==> src/logic/lcd_host_params.svh <==
// Offsets, field positions, reset values and counts for the LCD host port.
// Contract
// - Bus-style strap high means enable strobe handshake
// - Parallel strap selects eight-bit bus or serial
// - Serial mode is write only, never drives
// - Serial mode floats and ignores data bits 0-5
// - Select line and direction choose data, status, command
// - Drive-power strap picks normal or high power
// - Divider strap picks internal or external resistors
// - Access only when both chip selects active
// - Write strobe rising edge captures bus data
// - Read/write level high reads, enable strobes high
// - Reset pin low returns settings to defaults
`ifndef LCD_HOST_PARAMS_SVH
`define LCD_HOST_PARAMS_SVH
`define REG_STRAPS      4'h0
`define REG_RX          4'h4
`define REG_RD_DATA     4'h8
`define REG_STATUS      4'hC
`define STRAP_STYLE_BIT 0
`define STRAP_PAR_BIT   1
`define STRAP_PWR_BIT   2
`define STRAP_DIV_BIT   3
`define STRAP_SEL_BIT   4
`define RX_DC_BIT       8
`define RX_VALID_BIT    9
`define RX_OVR_BIT      10
`define RD_DATA_RST     8'h00
// Idle pin levels: selects off, strobes high, init, power and divider straps high, parallel 8080 bus.
`define PIN_IDLE_RST    18'h003D9
`define STATUS_RST      8'h00
`define SER_LAST_BIT    3'h7
`endif

==> src/logic/lcd_host_pkg.sv <==
// Types shared by the LCD host port modules.
package lcd_host_pkg;
  typedef enum logic {BUS_IDLE, BUS_ANSWER} bus_state_e;
  typedef struct packed {
    logic [7:0] data;
    logic       init_n;
    logic       div_int;
    logic       pwr_n;
    logic       par;
    logic       style;
    logic       wr;
    logic       rd;
    logic       dc;
    logic       cs2;
    logic       cs1_n;
  } pin_sample_s;
endpackage

==> src/logic/pin_sync_if.sv <==
// Carrier for raw pin levels and their synchronised copies.
`timescale 1ns/1ns
interface pin_sync_if;
  import lcd_host_pkg::*;
  pin_sample_s raw;
  pin_sample_s synced;
  modport sync_side (input raw, output synced);
  modport user_side (output raw, input synced);
endinterface

==> src/logic/pin_sync.sv <==
// Two-stage synchroniser for every pin that enters from the host side.
`timescale 1ns/1ns
`include "lcd_host_params.svh"
module pin_sync
  import lcd_host_pkg::*;
(
  // Clock and reset
  input  wire logic   ref_clk,
  input  wire logic   nrst,
  // Pins
  pin_sync_if.sync_side pins
);
  pin_sample_s meta_reg;
  pin_sample_s meta_next;
  pin_sample_s sync_reg;
  pin_sample_s sync_next;

  always_comb begin
    meta_next = pins.raw;
    sync_next = meta_reg;
  end

  // The first stage is read only by the second stage.
  always_ff @(posedge ref_clk or negedge nrst) begin
    if (!nrst) begin
      // Idle levels here keep a strobe edge or an init pulse from appearing after reset.
      meta_reg <= `PIN_IDLE_RST;
      sync_reg <= `PIN_IDLE_RST;
    end else begin
      meta_reg <= meta_next;
      sync_reg <= sync_next;
    end
  end

  assign pins.synced = sync_reg;
endmodule

==> src/logic/lcd_host_port.sv <==
// Host bus port of the LCD controller with an Avalon-MM register view.
//
// Chosen here: the register addresses and the Avalon-MM register port.
`timescale 1ns/1ns
`include "lcd_host_params.svh"
module lcd_host_port
  import lcd_host_pkg::*;
(
  // Clock and reset
  input  wire logic        ref_clk,
  input  wire logic        nrst,
  // Host pins
  input  wire logic        chip_select_low_n,
  input  wire logic        chip_select_high,
  input  wire logic        data_command_select,
  input  wire logic        rd_strobe,
  input  wire logic        wr_strobe,
  input  wire logic        init_low_n,
  input  wire logic [7:0]  data_in,
  output logic      [7:0]  data_out,
  output logic      [7:0]  data_oe_n,
  // Straps
  input  wire logic        bus_style_select,
  input  wire logic        parallel_select,
  input  wire logic        supply_power_mode_n,
  input  wire logic        internal_divider_select,
  // Supply control
  output logic             supply_normal_mode,
  output logic             use_internal_divider,
  // Avalon-MM slave
  input  wire logic [3:0]  avs_address,
  input  wire logic        avs_read,
  input  wire logic        avs_write,
  input  wire logic [3:0]  avs_byteenable,
  input  wire logic [31:0] avs_writedata,
  output logic      [31:0] avs_readdata,
  output logic             avs_waitrequest
);
  pin_sync_if  pins ();
  pin_sample_s s;

  assign pins.raw = '{data: data_in, init_n: init_low_n, div_int: internal_divider_select,
                      pwr_n: supply_power_mode_n, par: parallel_select,
                      style: bus_style_select, wr: wr_strobe, rd: rd_strobe,
                      dc: data_command_select, cs2: chip_select_high,
                      cs1_n: chip_select_low_n};
  assign s = pins.synced;

  pin_sync u_sync (
    .ref_clk (ref_clk),
    .nrst    (nrst),
    .pins    (pins)
  );

  bus_state_e  state_reg,   state_next;
  logic        prev_rd_reg, prev_rd_next;
  logic        prev_wr_reg, prev_wr_next;
  logic        prev_sck_reg, prev_sck_next;
  logic [6:0]  shift_reg,   shift_next;
  logic [2:0]  cnt_reg,     cnt_next;
  logic [7:0]  rx_byte_reg, rx_byte_next;
  logic        rx_dc_reg,   rx_dc_next;
  logic        rx_valid_reg, rx_valid_next;
  logic        rx_ovr_reg,  rx_ovr_next;
  logic [7:0]  rd_data_reg, rd_data_next;
  logic [7:0]  status_reg,  status_next;
  logic [7:0]  dout_reg,    dout_next;
  logic [7:0]  oe_n_reg,    oe_n_next;
  logic        pwr_reg,     pwr_next;
  logic        div_reg,     div_next;
  logic [31:0] rdata_reg,   rdata_next;
  logic        wait_reg,    wait_next;
  logic        sel;
  logic        cap;
  logic [7:0]  cap_byte;
  logic        cap_dc;
  logic        drive;
  logic        take;

  always_comb begin
    sel           = !s.cs1_n && s.cs2;
    cap           = 1'b0;
    cap_byte      = s.data;
    cap_dc        = s.dc;
    drive         = 1'b0;
    prev_rd_next  = s.rd;
    prev_wr_next  = s.wr;
    prev_sck_next = s.data[6];
    shift_next    = shift_reg;
    cnt_next      = cnt_reg;
    if (s.par) begin
      cnt_next = 3'h0;
      if (s.style) begin
        // Enable high strobes; level high reads, falling enable writes.
        drive = sel && s.rd && s.wr;
        cap   = sel && prev_rd_reg && !s.rd && !s.wr;
      end else begin
        drive = sel && !s.rd;
        cap   = sel && !prev_wr_reg && s.wr;
      end
    end else if (!sel) begin
      cnt_next = 3'h0;
    end else if (s.data[6] && !prev_sck_reg) begin
      // Bit 7 carries data, bit 6 the clock; bits 0-5 are not looked at.
      shift_next = {shift_reg[5:0], s.data[7]};
      cnt_next   = cnt_reg + 3'h1;
      if (cnt_reg == `SER_LAST_BIT) begin
        cap      = 1'b1;
        cap_byte = {shift_reg, s.data[7]};
        cnt_next = 3'h0;
      end
    end
    // Select high reads display data, low reads status.
    dout_next = s.dc ? rd_data_reg : status_reg;
    oe_n_next = drive ? 8'h00 : 8'hFF;
    pwr_next  = s.pwr_n;
    div_next  = s.div_int;
    rx_byte_next = cap ? cap_byte : rx_byte_reg;
    rx_dc_next   = cap ? cap_dc : rx_dc_reg;
    rx_ovr_next  = rx_ovr_reg || (cap && rx_valid_reg);
    rx_valid_next = rx_valid_reg;
    rd_data_next = rd_data_reg;
    status_next  = status_reg;
    state_next   = state_reg;
    wait_next    = wait_reg;
    rdata_next   = rdata_reg;
    take         = 1'b0;
    case (state_reg)
      BUS_IDLE: begin
        if (avs_read || avs_write) begin
          state_next = BUS_ANSWER;
          wait_next  = 1'b0;
          rdata_next = 32'h0000_0000;
          case (avs_address)
            `REG_STRAPS: begin
              rdata_next[`STRAP_STYLE_BIT] = s.style;
              rdata_next[`STRAP_PAR_BIT]   = s.par;
              rdata_next[`STRAP_PWR_BIT]   = pwr_reg;
              rdata_next[`STRAP_DIV_BIT]   = div_reg;
              rdata_next[`STRAP_SEL_BIT]   = sel;
            end
            `REG_RX: begin
              // A byte caught at this edge goes into the answer, so the clear cannot lose it.
              rdata_next[7:0]           = rx_byte_next;
              rdata_next[`RX_DC_BIT]    = rx_dc_next;
              rdata_next[`RX_VALID_BIT] = rx_valid_reg || cap;
              rdata_next[`RX_OVR_BIT]   = rx_ovr_next;
            end
            `REG_RD_DATA: rdata_next[7:0] = rd_data_reg;
            `REG_STATUS:  rdata_next[7:0] = status_reg;
            default:      rdata_next = 32'h0000_0000;
          endcase
        end
      end
      BUS_ANSWER: begin
        state_next = BUS_IDLE;
        wait_next  = 1'b1;
        take       = 1'b1;
        if (avs_write && avs_byteenable[0]) begin
          if (avs_address == `REG_RD_DATA) rd_data_next = avs_writedata[7:0];
          if (avs_address == `REG_STATUS)  status_next  = avs_writedata[7:0];
        end
      end
      default: begin
        state_next = BUS_IDLE;
        wait_next  = 1'b1;
      end
    endcase
    // Reading the receive register clears its flags; a new byte still wins.
    if (take && avs_read && avs_address == `REG_RX) begin
      rx_valid_next = 1'b0;
      rx_ovr_next   = 1'b0;
    end
    if (cap) begin
      rx_valid_next = 1'b1;
      rx_ovr_next   = rx_ovr_next || rx_valid_reg;
    end
    if (!s.init_n) begin
      shift_next    = 7'h00;
      cnt_next      = 3'h0;
      rx_byte_next  = 8'h00;
      rx_dc_next    = 1'b0;
      rx_valid_next = 1'b0;
      rx_ovr_next   = 1'b0;
      rd_data_next  = `RD_DATA_RST;
      status_next   = `STATUS_RST;
      oe_n_next     = 8'hFF;
    end
  end

  always_ff @(posedge ref_clk or negedge nrst) begin
    if (!nrst) begin
      state_reg    <= BUS_IDLE;
      prev_rd_reg  <= 1'b1;
      prev_wr_reg  <= 1'b1;
      prev_sck_reg <= 1'b0;
      shift_reg    <= 7'h00;
      cnt_reg      <= 3'h0;
      rx_byte_reg  <= 8'h00;
      rx_dc_reg    <= 1'b0;
      rx_valid_reg <= 1'b0;
      rx_ovr_reg   <= 1'b0;
      rd_data_reg  <= `RD_DATA_RST;
      status_reg   <= `STATUS_RST;
      dout_reg     <= 8'h00;
      oe_n_reg     <= 8'hFF;
      pwr_reg      <= 1'b1;
      div_reg      <= 1'b1;
      rdata_reg    <= 32'h0000_0000;
      wait_reg     <= 1'b1;
    end else begin
      state_reg    <= state_next;
      prev_rd_reg  <= prev_rd_next;
      prev_wr_reg  <= prev_wr_next;
      prev_sck_reg <= prev_sck_next;
      shift_reg    <= shift_next;
      cnt_reg      <= cnt_next;
      rx_byte_reg  <= rx_byte_next;
      rx_dc_reg    <= rx_dc_next;
      rx_valid_reg <= rx_valid_next;
      rx_ovr_reg   <= rx_ovr_next;
      rd_data_reg  <= rd_data_next;
      status_reg   <= status_next;
      dout_reg     <= dout_next;
      oe_n_reg     <= oe_n_next;
      pwr_reg      <= pwr_next;
      div_reg      <= div_next;
      rdata_reg    <= rdata_next;
      wait_reg     <= wait_next;
    end
  end

  assign data_out             = dout_reg;
  assign data_oe_n            = oe_n_reg;
  assign supply_normal_mode   = pwr_reg;
  assign use_internal_divider = div_reg;
  assign avs_readdata         = rdata_reg;
  assign avs_waitrequest      = wait_reg;
endmodule

==> config.mk <==
export PLATFORM = sky130hd
export DESIGN_NAME = lcd_host_port
export DESIGN_NICKNAME = d
export VERILOG_FILES = /design/src/logic/lcd_host_pkg.sv /design/src/logic/pin_sync_if.sv /design/src/logic/pin_sync.sv /design/src/logic/lcd_host_port.sv
export VERILOG_INCLUDE_DIRS = /design/src /design/src/logic
export SDC_FILE = /design/constraint.sdc
export NUM_CORES = 1
export LEC_CHECK = 0
export ABC_AREA = 1
export BUFFER_PORTS_ARGS = -buffer_cell sky130_fd_sc_hd__buf_2
export CAP_MARGIN = 5
export CELL_PAD_IN_SITES_DETAIL_PLACEMENT = 0
export CELL_PAD_IN_SITES_GLOBAL_PLACEMENT = 1
export CORE_ASPECT_RATIO = 1.2
export CORE_UTILIZATION = 39
export CTS_BUF_LIST = sky130_fd_sc_hd__clkbuf_16
export DETAILED_ROUTE_END_ITERATION = 10
export GPL_ROUTABILITY_DRIVEN = 0
export PLACE_DENSITY = 0.85
export SLEW_MARGIN = 20
export SYNTH_ARGS = -nofsm -noshare
export SYNTH_HDL_FRONTEND = slang
export SYNTH_SLANG_ARGS = --single-unit
==> constraint.sdc <==
create_clock -name ref_clk -period 1.9 [get_ports ref_clk]
set_clock_uncertainty 0.05 [all_clocks]
set_input_delay 0.38 -clock ref_clk [delete_from_list [all_inputs] [get_ports ref_clk]]
set_output_delay 0.38 -clock ref_clk [all_outputs]
set_load 0.02 [all_outputs]
After elaboration in Yosys (flattened, before gate mapping) --
Index checks and enable logic that the tools add are counted. W data, S select, Z words.
Storage, ports and cells: input port bits 62, register bits after elaboration 107, latch bits 0, memory bits (read-only) 0, memories 0, logic and storage cells 133, bits in writable memories 0
Operators by class: shift-type cells 0, divide/modulo/power cells 0, eq/ne operators 14, magnitude comparators 0, multipliers 0, add/subtract/negate cells 1, bitwise operators 1, reduce and logical (&&, ||, !) cells 28, muxes and demuxes 49
Operators by type and width (count):
- $mux W8 | 17
- $mux W7 | 4
- $pmux W5 S4 | 1
- $mux W1 | 18
- $mux W3 | 6
- $ne A2 B2 Y1 const B | 8
- $logic_and A1 B1 Y1 | 14
- $pmux W3 S3 | 1
- $reduce_and A3 Y1 | 3
- $eq A4 B4 Y1 const B | 2
- $logic_not A1 Y1 | 5
- $eq A4 B3 Y1 const B | 1
- $logic_not A4 Y1 | 1
- $logic_or A1 B1 Y1 | 4
- $ne A4 B4 Y1 const B | 1
- $pmux W1 S2 | 2
- $add A3 B1 Y3 const B | 1
- $eq A3 B3 Y1 const B | 1
- $ne A3 B3 Y1 const B | 1
- $reduce_and A2 Y1 | 1
- $not A1 Y1 | 1

Longest topological paths before layout --
Gate-level depths: netlist of run 1.
word-level depth 13, gate-level depth with buffers 12, gate-level depth less buffers 12

By module --
Synthesis of run 1 repeated with hierarchy kept, for this count alone.
Unflattened totals: cells, all modules 438, area, all modules 4215.3 µm²
By module, submodules not included:
- lcd_host_port | seq. area each 1609.0 µm², area an instance 3296.9 µm², instances 1, cells each 402
- pin_sync | seq. area each 918.4 µm², area an instance 918.4 µm², instances 1, cells each 36

Worst setup path before layout of run 1 --
Ideal clock, no wire load.
path kind reg2reg, from register cnt_reg[0], to register rdata_reg[4], in the netlist avs_readdata[4], clock period less this slack 1.665 ns, path buffers 2, arrival time 1.498 ns, stages on the path, launching flop included 13, required time 1.733 ns, slack 0.235 ns, setup time 0.117 ns, cells stage by stage dfrtp_1 > ha_1 > ha_1 > clkbuf_2 > nand3_4 > buf_6 > nand2_1 > nand2_1 > nand2_1 > nand3_1 > nand2_1 > nand2_1 > nand2_1
Between the ends: longest elaborated chain between the ends 7, elaborated cells on any way between the ends 11, classes of those cells 1 x eq/ne; 10 x mux
RTL lines:
- start: declaration | line lcd_host_port.sv:60 | logic [2:0] cnt_reg, cnt_next;
- start signal: assignment | line lcd_host_port.sv:217 | cnt_reg <= cnt_next;
- $eq A3 B3 Y1 (no source line) *
- $mux W8 or $mux W1 (tied branches) | line lcd_host_port.sv:107 | if (cnt_reg == `SER_LAST_BIT) begin
- $mux W8 or $mux W1 (tied branches) | line lcd_host_port.sv:103 | end else if (s.data[6] && !prev_sck_reg) begin
- $mux W8 or $mux W1 (tied branches) | line lcd_host_port.sv:101 | end else if (!sel) begin
- $mux W8 or $mux W1 (tied branches) | line lcd_host_port.sv:91 | if (s.par) begin
- $mux W8 * | line lcd_host_port.sv:118 | rx_byte_next = cap ? cap_byte : rx_byte_reg;
- $pmux W5 S4 * | line lcd_host_port.sv:134 | case (avs_address)
- end signal: assignment | line lcd_host_port.sv:228 | rdata_reg <= rdata_next;
- end: declaration | line lcd_host_port.sv:71 | logic [31:0] rdata_reg, rdata_next;
Every way passes the cells marked *; elsewhere a longest branch is shown, timed or not. A chain may end at the register's enable or synchronous reset.

Final worst setup path of run 1 --
from register cnt_reg[0], to register rdata_reg[2], in the netlist avs_readdata[2]
The elaborated chain is that of the path after synthesis.

==> impl_results.md, run 1 <==
* GRT Residual Overflow at 0
* Post-synthesis cell count at about 440
* Drt pass-1 iters at 4
* Layout cell share with drive strength beyond 1 at 0.2436
* Synth Warn # at 0
* P_int at roughly 3400 uW
* Synth async-reset ratio at 1.000
* Total of max-cap violations at 0
* Period utilisation layout at 0.9228
* Final HPWL DP at between 5000 and 6000 um
* # IOs at between 100 and 150
* Final net count at ~570
* Placed cell count at roughly 600
* Sequential share of power at 0.518
* RSZ-0062 raised after global routing: no
* HP Class: in -> reg
* Syn Area/Cell at between 9 and 10 um2
* Netlist cell types at 31
* Final setup fails at 0
* First-pass GRT wire length at about 13000 um
* Comb power frac at 0.089
* DRC viols at 0
* Total core area at roughly 10000 um2
* Sequential share of the synthesized area at 0.6073
* Postcts setup bufs at 0
* Cell Area, Synth at between 4000 and 5000 um2
* CP Class: reg -> reg
* Worst hold slack at roughly 0.085 ns
* Worst EP required at about 2.1 ns
* DP Worst Slack at approximately 0.14 ns
* Share of the synthesized area in the top cell type at 0.4811
* Hold Startpoint: rd_strobe
* Clk pin slew, worst setup/hold paths at ~0.060 ns
* Ys flop type: dfrtp_1
* CTS tree: yes
* Worst R2R Start: cnt_reg[0]
* Clock tree sinks at 100
* Fin crit period at approximately 1.8 ns
* Number of synthesized flops with an enable pin at 0
* DR iter-0 viols at between 90 and 100
* CTS root buffer: clkbuf_16
* Multi-input logic area at ~1200 um2
* Drt via density at 4.580
* Status: completed
* Peak supply drop at between 0.3 and 0.4 mV
* Routed wire length at between 7000 and 8000 um
* Largest net degree at the start of global routing at 55
* Seq cells post-synth at 100
* Slew Limit Fails at 0
* PnR worst setup slack at 0.1467 ns
* Antenna Violating Nets Remaining at 0
* FF/Latch Area at roughly 2500 um2
* Port Buffers at 64
* Gr usage total at 0.1542
* Die Height at about 120 um
* Switching share of power at 0.2414
* Initial antenna violation count at 0
* Antenna cell count at 0
* Die ar. at around 11000 um2
* Post-DP Area at 4559 um2
* Cell area after layout at slightly below 5000 um2
* Std cell rows at 40
* H-tree depth at 3
* Worst Setup End Kind: flop
* Leading area contributor after synthesis: dfrtp_1
* Area contributors post-synth: dfrtp_1 48%, dfstp_2 13%, nand2_1 9.7%, inv_1 5.7%, buf_4 5.1%
* Static leakage at about 0.0025 uW
* Total negative slack at 0 ns
* P&R area growth vs syn at 16.78%
* Endpoints failing hold at 0
* FMAX at roughly 570 MHz
* Initial Utilization at 0.4076
* CP startpoint kind: flop
* FILL cells at between 900 and 1k
* Crit path from: cnt_reg[0]
* Vias in the first global route at ~2.8k
* Vias at 2908
* Switching power at between 1000 and 1500 uW
* Clock buffer depth at 2
* Clk pwr share at 0.393
* Worst Path Arrival at 1.94 ns
* Final Non-Filler Cells at between 600 and 700
* CTS Buf Count at 9
* CP max FO at 10
* Wire per inst at ~12 um
* Worst skew pair latency at approximately 0.35 ns
* Cell Pwr Density at roughly 920 nW/um2
* Horiz. Die Dim at about 96 um
-- layout by cell type (no fill, tap or decap), types with 2 or more instances in the layout --
| cell type | n |
|---|---|
| o22ai_1 | 12 |
| nor2_1 | 18 |
| dfstp_2 | 20 |
| buf_4 | 11 |
| inv_2 | 2 |
| clkinv_2 | 3 |
| nand2_1 | 108 |
| nand3b_1 | 7 |
| dfrtp_1 | 80 |
| clkbuf_16 | 9 |
| buf_2 | 63 |
| conb_1 | 21 |
| inv_1 | 65 |
| o21ai_2 | 3 |
| o21ai_0 | 32 |
| nand3_1 | 18 |
| buf_12 | 2 |
| a21oi_1 | 7 |
| ha_1 | 2 |
| nand4_1 | 8 |
| nand2_2 | 2 |
| nor2_2 | 2 |
| o21ai_1 | 2 |
-- final cells by class --
| type | count | share of cell area |
|---|---|---|
| Clock buffer | 9 | 0.04634 |
| Sequential cell | 100 | 0.5201 |
| Inverter | 65 | 0.05021 |
| Tap cell | 126 | 0.03244 |
| Timing Repair Buffer | 77 | 0.09217 |
| Multi-Input combinational cell | 251 | 0.2464 |
| Clock inverter | 7 | 0.01236 |
-- repair_timing --
item                                    4_1_cts  5_1_grt
resized for setup                             0        1
endpoints found under the setup margin        0        1
hold buffers                                  1        0
endpoints found under the hold margin        10        0
-- logic make-up after synthesis --
logic type,count (synthesis),share of synthesized area
AO/OA/AOI/OAI,58,0.07727
adder cells (fa/ha/maj),2,0.006012
buffers and inverters,104,0.1242
flip-flops,100,0.6073
multiplexers,1,0.002706
other,1,0.0009011
AND/OR/NAND/NOR,169,0.1816
-- power groups by stage --
| stage | registers (uW) | clock network (uW) | logic, uW |
|---|---|---|---|
| 2_1_floorplan | 2370 | 0 | 233 |
| 3_3_place_gp | 2340 | 0 | 395 |
| 3_5_place_dp | 2350 | 0 | 401 |
| 4_1_cts | 2310 | 1800 | 405 |
| 5_1_grt | 2320 | 1900 | 456 |
| 6_report | 2310 | 1750 | 398 |
-- synth_stat cells (2+ instances only) --
cell      count
nand2_1     108
dfrtp_1      80
inv_1        63
o21ai_0      32
buf_4        28
dfstp_2      20
nand3_1      18
nor2_1       18
o22ai_1      12
nand4_1       8
a21oi_1       7
nand3b_1      7
buf_2         4
clkbuf_1      4
nand2_2       3
o21ai_2       3
buf_6         2
ha_1          2
inv_2         2
nor2_2        2
o21ai_1       2
-- metal layers --
metal | global-route usage | routed length [um]
met2 | 0.2468 | 3794
met5 | 0 | 0
met3 | 0.03836 | 390
met1 | 0.1928 | 3405
met4 | 0.07843 | 181
-- per-stage QoR --
step                        util  total power (uW)
after CTS                 0.4755              4510
final                     0.4760              4458
after floorplan                -              2608
after detailed placement  0.4466              2749
after global routing      0.4760              4672
after global placement    0.4466              2739
-- worst max-delay path: stages (launching register included) --
cell	delay (ns)
dfrtp_1	0.40
ha_1	0.20
ha_1	0.24
nand3_4	0.17
buf_4	0.18
nand3b_1	0.11
nand3_1	0.13
nand2_1	0.07
nand2_1	0.06
nand2_1	0.05
-- path summary, 6_finish.rpt --
kind / depth (start not counted) / slack (ns) / end
max in group asynchronous: 3 / 0.86 / avs_waitrequest
worst max-delay path: 9 / 0.15 / avs_readdata[2]
worst max register to register: 9 / 0.15 / avs_readdata[2]
worst min register to register: 0 / 0.30 / u_sync.pins.synced[17]
worst min-delay path: 1 / 0.09 / u_sync.meta_reg[3]
min in group asynchronous: 2 / 0.37 / status_reg[2]
Note: power is estimated with default switching activity, not from simulation.
==> inputs of run 2 (changes only) <==
CORE_UTILIZATION = 41   (was 39)
CTS_BUF_LIST = sky130_fd_sc_hd__clkbuf_4   (was sky130_fd_sc_hd__clkbuf_16)
PLACE_DENSITY = 0.88   (was 0.85)
==> impl_results.md, run 2 (synthesized netlist as in run 1, its figures left out) <==
* Final HPWL DP at 5604 um
* CP startpoint kind: flop
* Antenna Violating Nets Remaining at 0
* Largest net degree at the start of global routing at 44
* Clk pin slew, worst setup/hold paths at 0.14 ns
* Hold Startpoint: avs_writedata[6]
* Post-CTS Resized at 0
* Initial antenna violation count at 0
* CTS Buf Count at 9
* FILL cells at 960
* HP Class: in -> reg
* Gr usage total at 0.1642
* CTS tree: yes
* Peak supply drop at about 0.46 mV
* Most frequent cells in the layout: 108 x nand2_1, 80 x dfrtp_1, 63 x inv_1, 63 x buf_2, 32 x o21ai_0
* Top layer in use: met4
* Hold Path Stages at 5
* Worst hold path endpoint: status_reg[6]
* Port Buffers at 64
* Vias at about 3k
* Std cell rows at 39
* R2R setup slack at roughly 0.17 ns
* Clock buffer depth at 2
* Antenna cell count at 0
* Vias in the first global route at just under 3k
* First-pass GRT wire length at ~13000 um
* Met2 WL at 3928 um
* H-tree depth at 3
* Die Height at 112.4 um
* Worst skew pair latency at 0.43 ns
* Worst R2R Path Depth at 7
* DR iter-0 viols at ~110
* CP Class: reg -> reg
* RSZ-0062 raised after global routing: no
* Wl on met1 at ~3400 um
* Worst Setup End Kind: flop
* Final Non-Filler Cells at 652
* Static leakage at 0.002554 uW
* Clock tree sinks at 100
* Worst Path Arrival at roughly 2.0 ns
* Worst R2R Start: cnt_reg[0]
* Total of max-cap violations at 0
* Placed cell count at 617
* Total negative slack at 0 ns
* Drt pass-1 iters at 4
* Worst EP required at around 2.2 ns
* FMAX at ~580 MHz
* Layout cell share with drive strength beyond 1 at 0.2363
* Final net count at just under 600
* Horiz. Die Dim at 93.97 um
* Met3 wire len at approximately 280 um
* Total core area at 9711 um2
* Cell Pwr Density at 773.1 nW/um2
* Wire per inst at roughly 12 um
* Slew Limit Fails at 0
* Commonest non-fill, non-tap cell in the layout: nand2_1
* Die ar. at 10560 um2
* Status: completed
* DRC viols at 0
* Initial Utilization at 0.4286
* Drt via density at ~4.5
* CTS Hold Buffers Added at 19
* Routed wire length at around 7800 um
* CP max FO at 10
* P&R area growth vs syn at 17.53%
* # IOs at approximately 110
* Postcts setup bufs at 0
* Fin crit period at 1.735 ns
* Endpoints failing hold at 0
* CTS root buffer: clkbuf_4
* Period utilisation layout at 0.9130
* GRT Residual Overflow at 0
* Worst R2R End: avs_readdata[9]
* Final setup fails at 0
run 2: worst max-delay path, stage by stage (launching register included):
cell and delay [ns]:
dfrtp_1 0.42, ha_1 0.21, ha_1 0.23, nand3_4 0.15, nand2_2 0.14, buf_4 0.18, o21ai_0 0.20, nand2_1 0.07
run 2: where the power goes:
part           leakage [uW]  internal, uW  switching [uW]
Clock             0.0000729           405             642
Sequential          0.00125          2250            51.6
Combinational       0.00123           151             280
run 2: cell type report:
cell class / instances / area, um2 / area share
sequential: 100 / 2527 / 0.5168
multi-input combinational: 251 / 1192 / 0.2438
clock inverter: 6 / 55.05 / 0.01126
tap: 123 / 153.9 / 0.03147
inverter: 65 / 244.0 / 0.04988
timing repair buffer: 97 / 643.1 / 0.1315
clock buffer: 10 / 75.07 / 0.01535
run 2: worst max-delay path by stage:
stage,startpoint,end,cells past startpoint
2_1_floorplan,cnt_reg[0],avs_readdata[4],12
3_3_place_gp,cnt_reg[0],avs_readdata[8],7
3_5_place_dp,cnt_reg[0],avs_readdata[9],7
4_1_cts,cnt_reg[0],avs_readdata[9],7
5_1_grt,cnt_reg[0],avs_readdata[4],9
6_report,cnt_reg[0],avs_readdata[9],7
run 2: metrics by stage:
stage                     worst slack [ns]  hold WS, ns  instance area [um2]  utilization  total power, uW
after CTS                           0.1273       0.1580                 4891       0.5037             3842
after global routing               0.02109       0.1987                 4891       0.5037             3985
final                               0.1652       0.1912                 4891       0.5037             3781
after floorplan                     0.2355      0.03441                 4237            -             2608
after global placement              0.1949       0.2825                 4571       0.4707             2739
after detailed placement            0.1411       0.2847                 4571       0.4707             2750
run 2: layer usage:
| metal | vias to the layer above | track usage |
|---|---|---|
| met5 | - | 0 |
| met4 | 0 | 0.07897 |
| met3 | 18 | 0.03388 |
| met2 | 75 | 0.2735 |
| met1 | 1342 | 0.2022 |
| li1 | 1496 | - |
==> inputs of run 3 (changes only) <==
--- a/config.mk
+++ b/config.mk
@@ -21,3 +21,4 @@
 export SYNTH_ARGS = -nofsm -noshare
 export SYNTH_HDL_FRONTEND = slang
+export SYNTH_HIERARCHICAL = 1
 export SYNTH_SLANG_ARGS = --single-unit
==> constraint.sdc (replaced) <==
create_clock -name ref_clk -period 1.9 [get_ports ref_clk]
set_clock_uncertainty 0.05 [all_clocks]
set_input_delay 0.57 -clock ref_clk [delete_from_list [all_inputs] [get_ports ref_clk]]
set_output_delay 0.57 -clock ref_clk [all_outputs]
set_load 0.02 [all_outputs]
==> impl_results.md, run 3 <==
* Post-synthesis cell count at ~440
* Area contributors post-synth: dfrtp_1 47%, dfstp_2 12%, nand2_1 8.6%, inv_1 5.3%, buf_4 5.0%
* Die ar. at 10690 um2
* GRT Residual Overflow at 0
* RSZ-0062 raised after global routing: yes
* Synth async-reset ratio at 1.000
* # IOs at between 100 and 150
* P&R area growth vs syn at 12.91%
* CP max FO at 8
* Worst R2R Start: cnt_reg[0]
* PnR worst setup slack at 0.05466 ns
* Worst EP required at about 1.3 ns
* First-pass GRT wire length at 12700 um
* Leading area contributor after synthesis: dfrtp_1
* Period utilisation layout at 0.9712
* Slew Limit Fails at 0
* Cell Area, Synth at around 4200 um2
* Ys flop type: dfrtp_1
* Routed wire length at slightly below 8000 um
* FMAX at around 540 MHz
* GR Util met3 at 0.02083
* Std cell rows at 40
* Worst Path Arrival at approximately 1.2 ns
* Share of the synthesized area in the top cell type at 0.4749
* Worst skew pair latency at approximately 0.46 ns
* Met2 Resource Use GR at 0.2372
* Wire per inst at 12.23 um
* CP startpoint kind: flop
* Die Height at about 110 um
* H-tree depth at 3
* Clk pin slew, worst setup/hold paths at about 0.13 ns
* Port Buffers at 64
* CP bufs+invs at 1
* Number of synthesized flops with an enable pin at 0
* CTS root buffer: clkbuf_4
* CTS Hold Buffers Added at 0
* HP Class: in -> async
* Worst path max stage delay at 0.60 ns
* Fin crit period at between 1.5 and 2 ns
* Gr usage total at 0.1576
* Synth Warn # at 6
* CTS Buf Count at 9
* Status: completed
* Total core area at 10010 um2
* Commonest non-fill, non-tap cell in the layout: nand2_1
* Most common cell in the netlist: nand2_1
* Cell Pwr Density at between 800 and 900 nW/um2
* Initial antenna violation count at 1
* Layout cell share with drive strength beyond 1 at 0.2815
* GR Layer Usage met1 at 0.2200
* Clock tree sinks at 100
* Worst R2R Path Depth at 11
* Critical Path Slowest Stage Cell: dfstp_2
* FILL cells at 960
* DP Worst Slack at approximately 0.039 ns
* Total of max-cap violations at 0
* Most common library cells after synthesis: 97 x nand2_1, 80 x dfrtp_1, 60 x inv_1
* CTS tree: yes
* Total negative slack at 0 ns
* Clock buffer depth at 2
* Largest net degree at the start of global routing at 62
* Gr busiest metal: met2
* Seq cells post-synth at 100
* Horiz. Die Dim at 94.56 um
* Vias at between 2k and 3k
* Worst path cell trace: buf_2
* DRC viols at 0
* DR iter-0 viols at 130
* Initial Utilization at 0.4211
* CP Class: reg -> out
* Sequential share of the synthesized area at 0.5996
* Static leakage at about 0.0025 uW
* R2R setup slack at between 0.1 and 0.15 ns
* Worst Setup End Kind: output pin
* Drt pass-1 iters at 4
* Largest delay share family, worst path: flip-flops
* Final HPWL DP at 5479 um
* Netlist cell types at 30
* Vias in the first global route at approximately 2.7k
* Syn Area/Cell at 9.624 um2
* Drt via density at about 4.6
* Postcts setup bufs at 0
* Final setup fails at 0
* Worst R2R End: avs_readdata[0]
* Final net count at approximately 570
* Peak supply drop at about 0.42 mV
* Antenna Violating Nets Remaining at 0
* Endpoints failing hold at 0
* Most frequent cells in the layout: 97 x nand2_1, 80 x dfrtp_1, 63 x buf_2
==> run 3: cell types whose count changed in the layout (fill, tap and decap cells not counted), sizes merged, moves of 2 or more <==
cell and delta:
nand3b -7, o22ai -2, nand3 +9, o21ai +8
buf -6, dlygate4sd3 -19, nand2 +4, nor2 +2
nand4 -7, clkinv -3
==> run 3: final cells by class <==
class | count | area (um2) | share of cell area
Antenna cell | 1 | 2.502 | 0.0005258
Clock buffer | 11 | 82.58 | 0.01735
Clock inverter | 5 | 76.32 | 0.01604
Inverter | 65 | 244.0 | 0.05126
Multi-Input combinational cell | 255 | 1261 | 0.2650
Sequential cell | 100 | 2527 | 0.5310
Tap cell | 126 | 157.7 | 0.03312
Timing Repair Buffer | 72 | 407.9 | 0.08570
==> run 3: routing by layer <==
| layer | wire length [um] | share of wire |
|---|---|---|
| met3 | 378 | 0.049 |
| met1 | 3433 | 0.44 |
| met5 | 0 | 0 |
| met4 | 193 | 0.025 |
| met2 | 3761 | 0.48 |
==> run 3: worst max-delay path by stage <==
stage                            to          from  cells after the start
floorplan           avs_readdata[1]    cnt_reg[0]                     13
global placement    avs_readdata[7]    cnt_reg[0]                     11
detailed placement  avs_readdata[7]    cnt_reg[0]                     11
CTS                    data_oe_n[3]  data_oe_n[6]                      1
global route           data_oe_n[3]  data_oe_n[6]                      1
finish                 data_oe_n[3]  data_oe_n[6]                      1
==> run 3: logic make-up (layout without fill, tap and decap cells) <==
logic type	Yosys count	count (layout)	share of synthesized area
other	1	22	0.0008896
buffers and inverters	104	153	0.1270
AO/OA/AOI/OAI	63	63	0.08460
AND/OR/NAND/NOR	168	169	0.1820
adder cells (fa/ha/maj)	2	2	0.005936
flip-flops	100	100	0.5996
==> run 3: per-stage QoR <==
stage | hold slack (ns) | total power [uW] | area (um2) | util | cells
2_1_floorplan | 0.2244 | 2618 | 4290 | - | 458
3_3_place_gp | 0.2835 | 2743 | 4564 | 0.4560 | 617
3_5_place_dp | 0.2847 | 2755 | 4564 | 0.4560 | 617
4_1_cts | 0.002475 | 3975 | 4732 | 0.4728 | 633
5_1_grt | 0.002652 | 4117 | 4760 | 0.4755 | 635
6_report | 0.02274 | 3934 | 4760 | 0.4755 | 635
==> run 3: timing repair <==
action                                 CTS  global route
gates resized for setup                  1             2
endpoints found under the hold margin    0             0
pin swaps                                1             1
gates cloned                             0             1
setup endpoints to repair                1            17
==> run 3: power by group <==
group	leakage (uW)	switching (uW)	internal, uW
Clock	0.0000845	665	558
Sequential	0.00125	54.3	2250
Combinational	0.00114	281	124
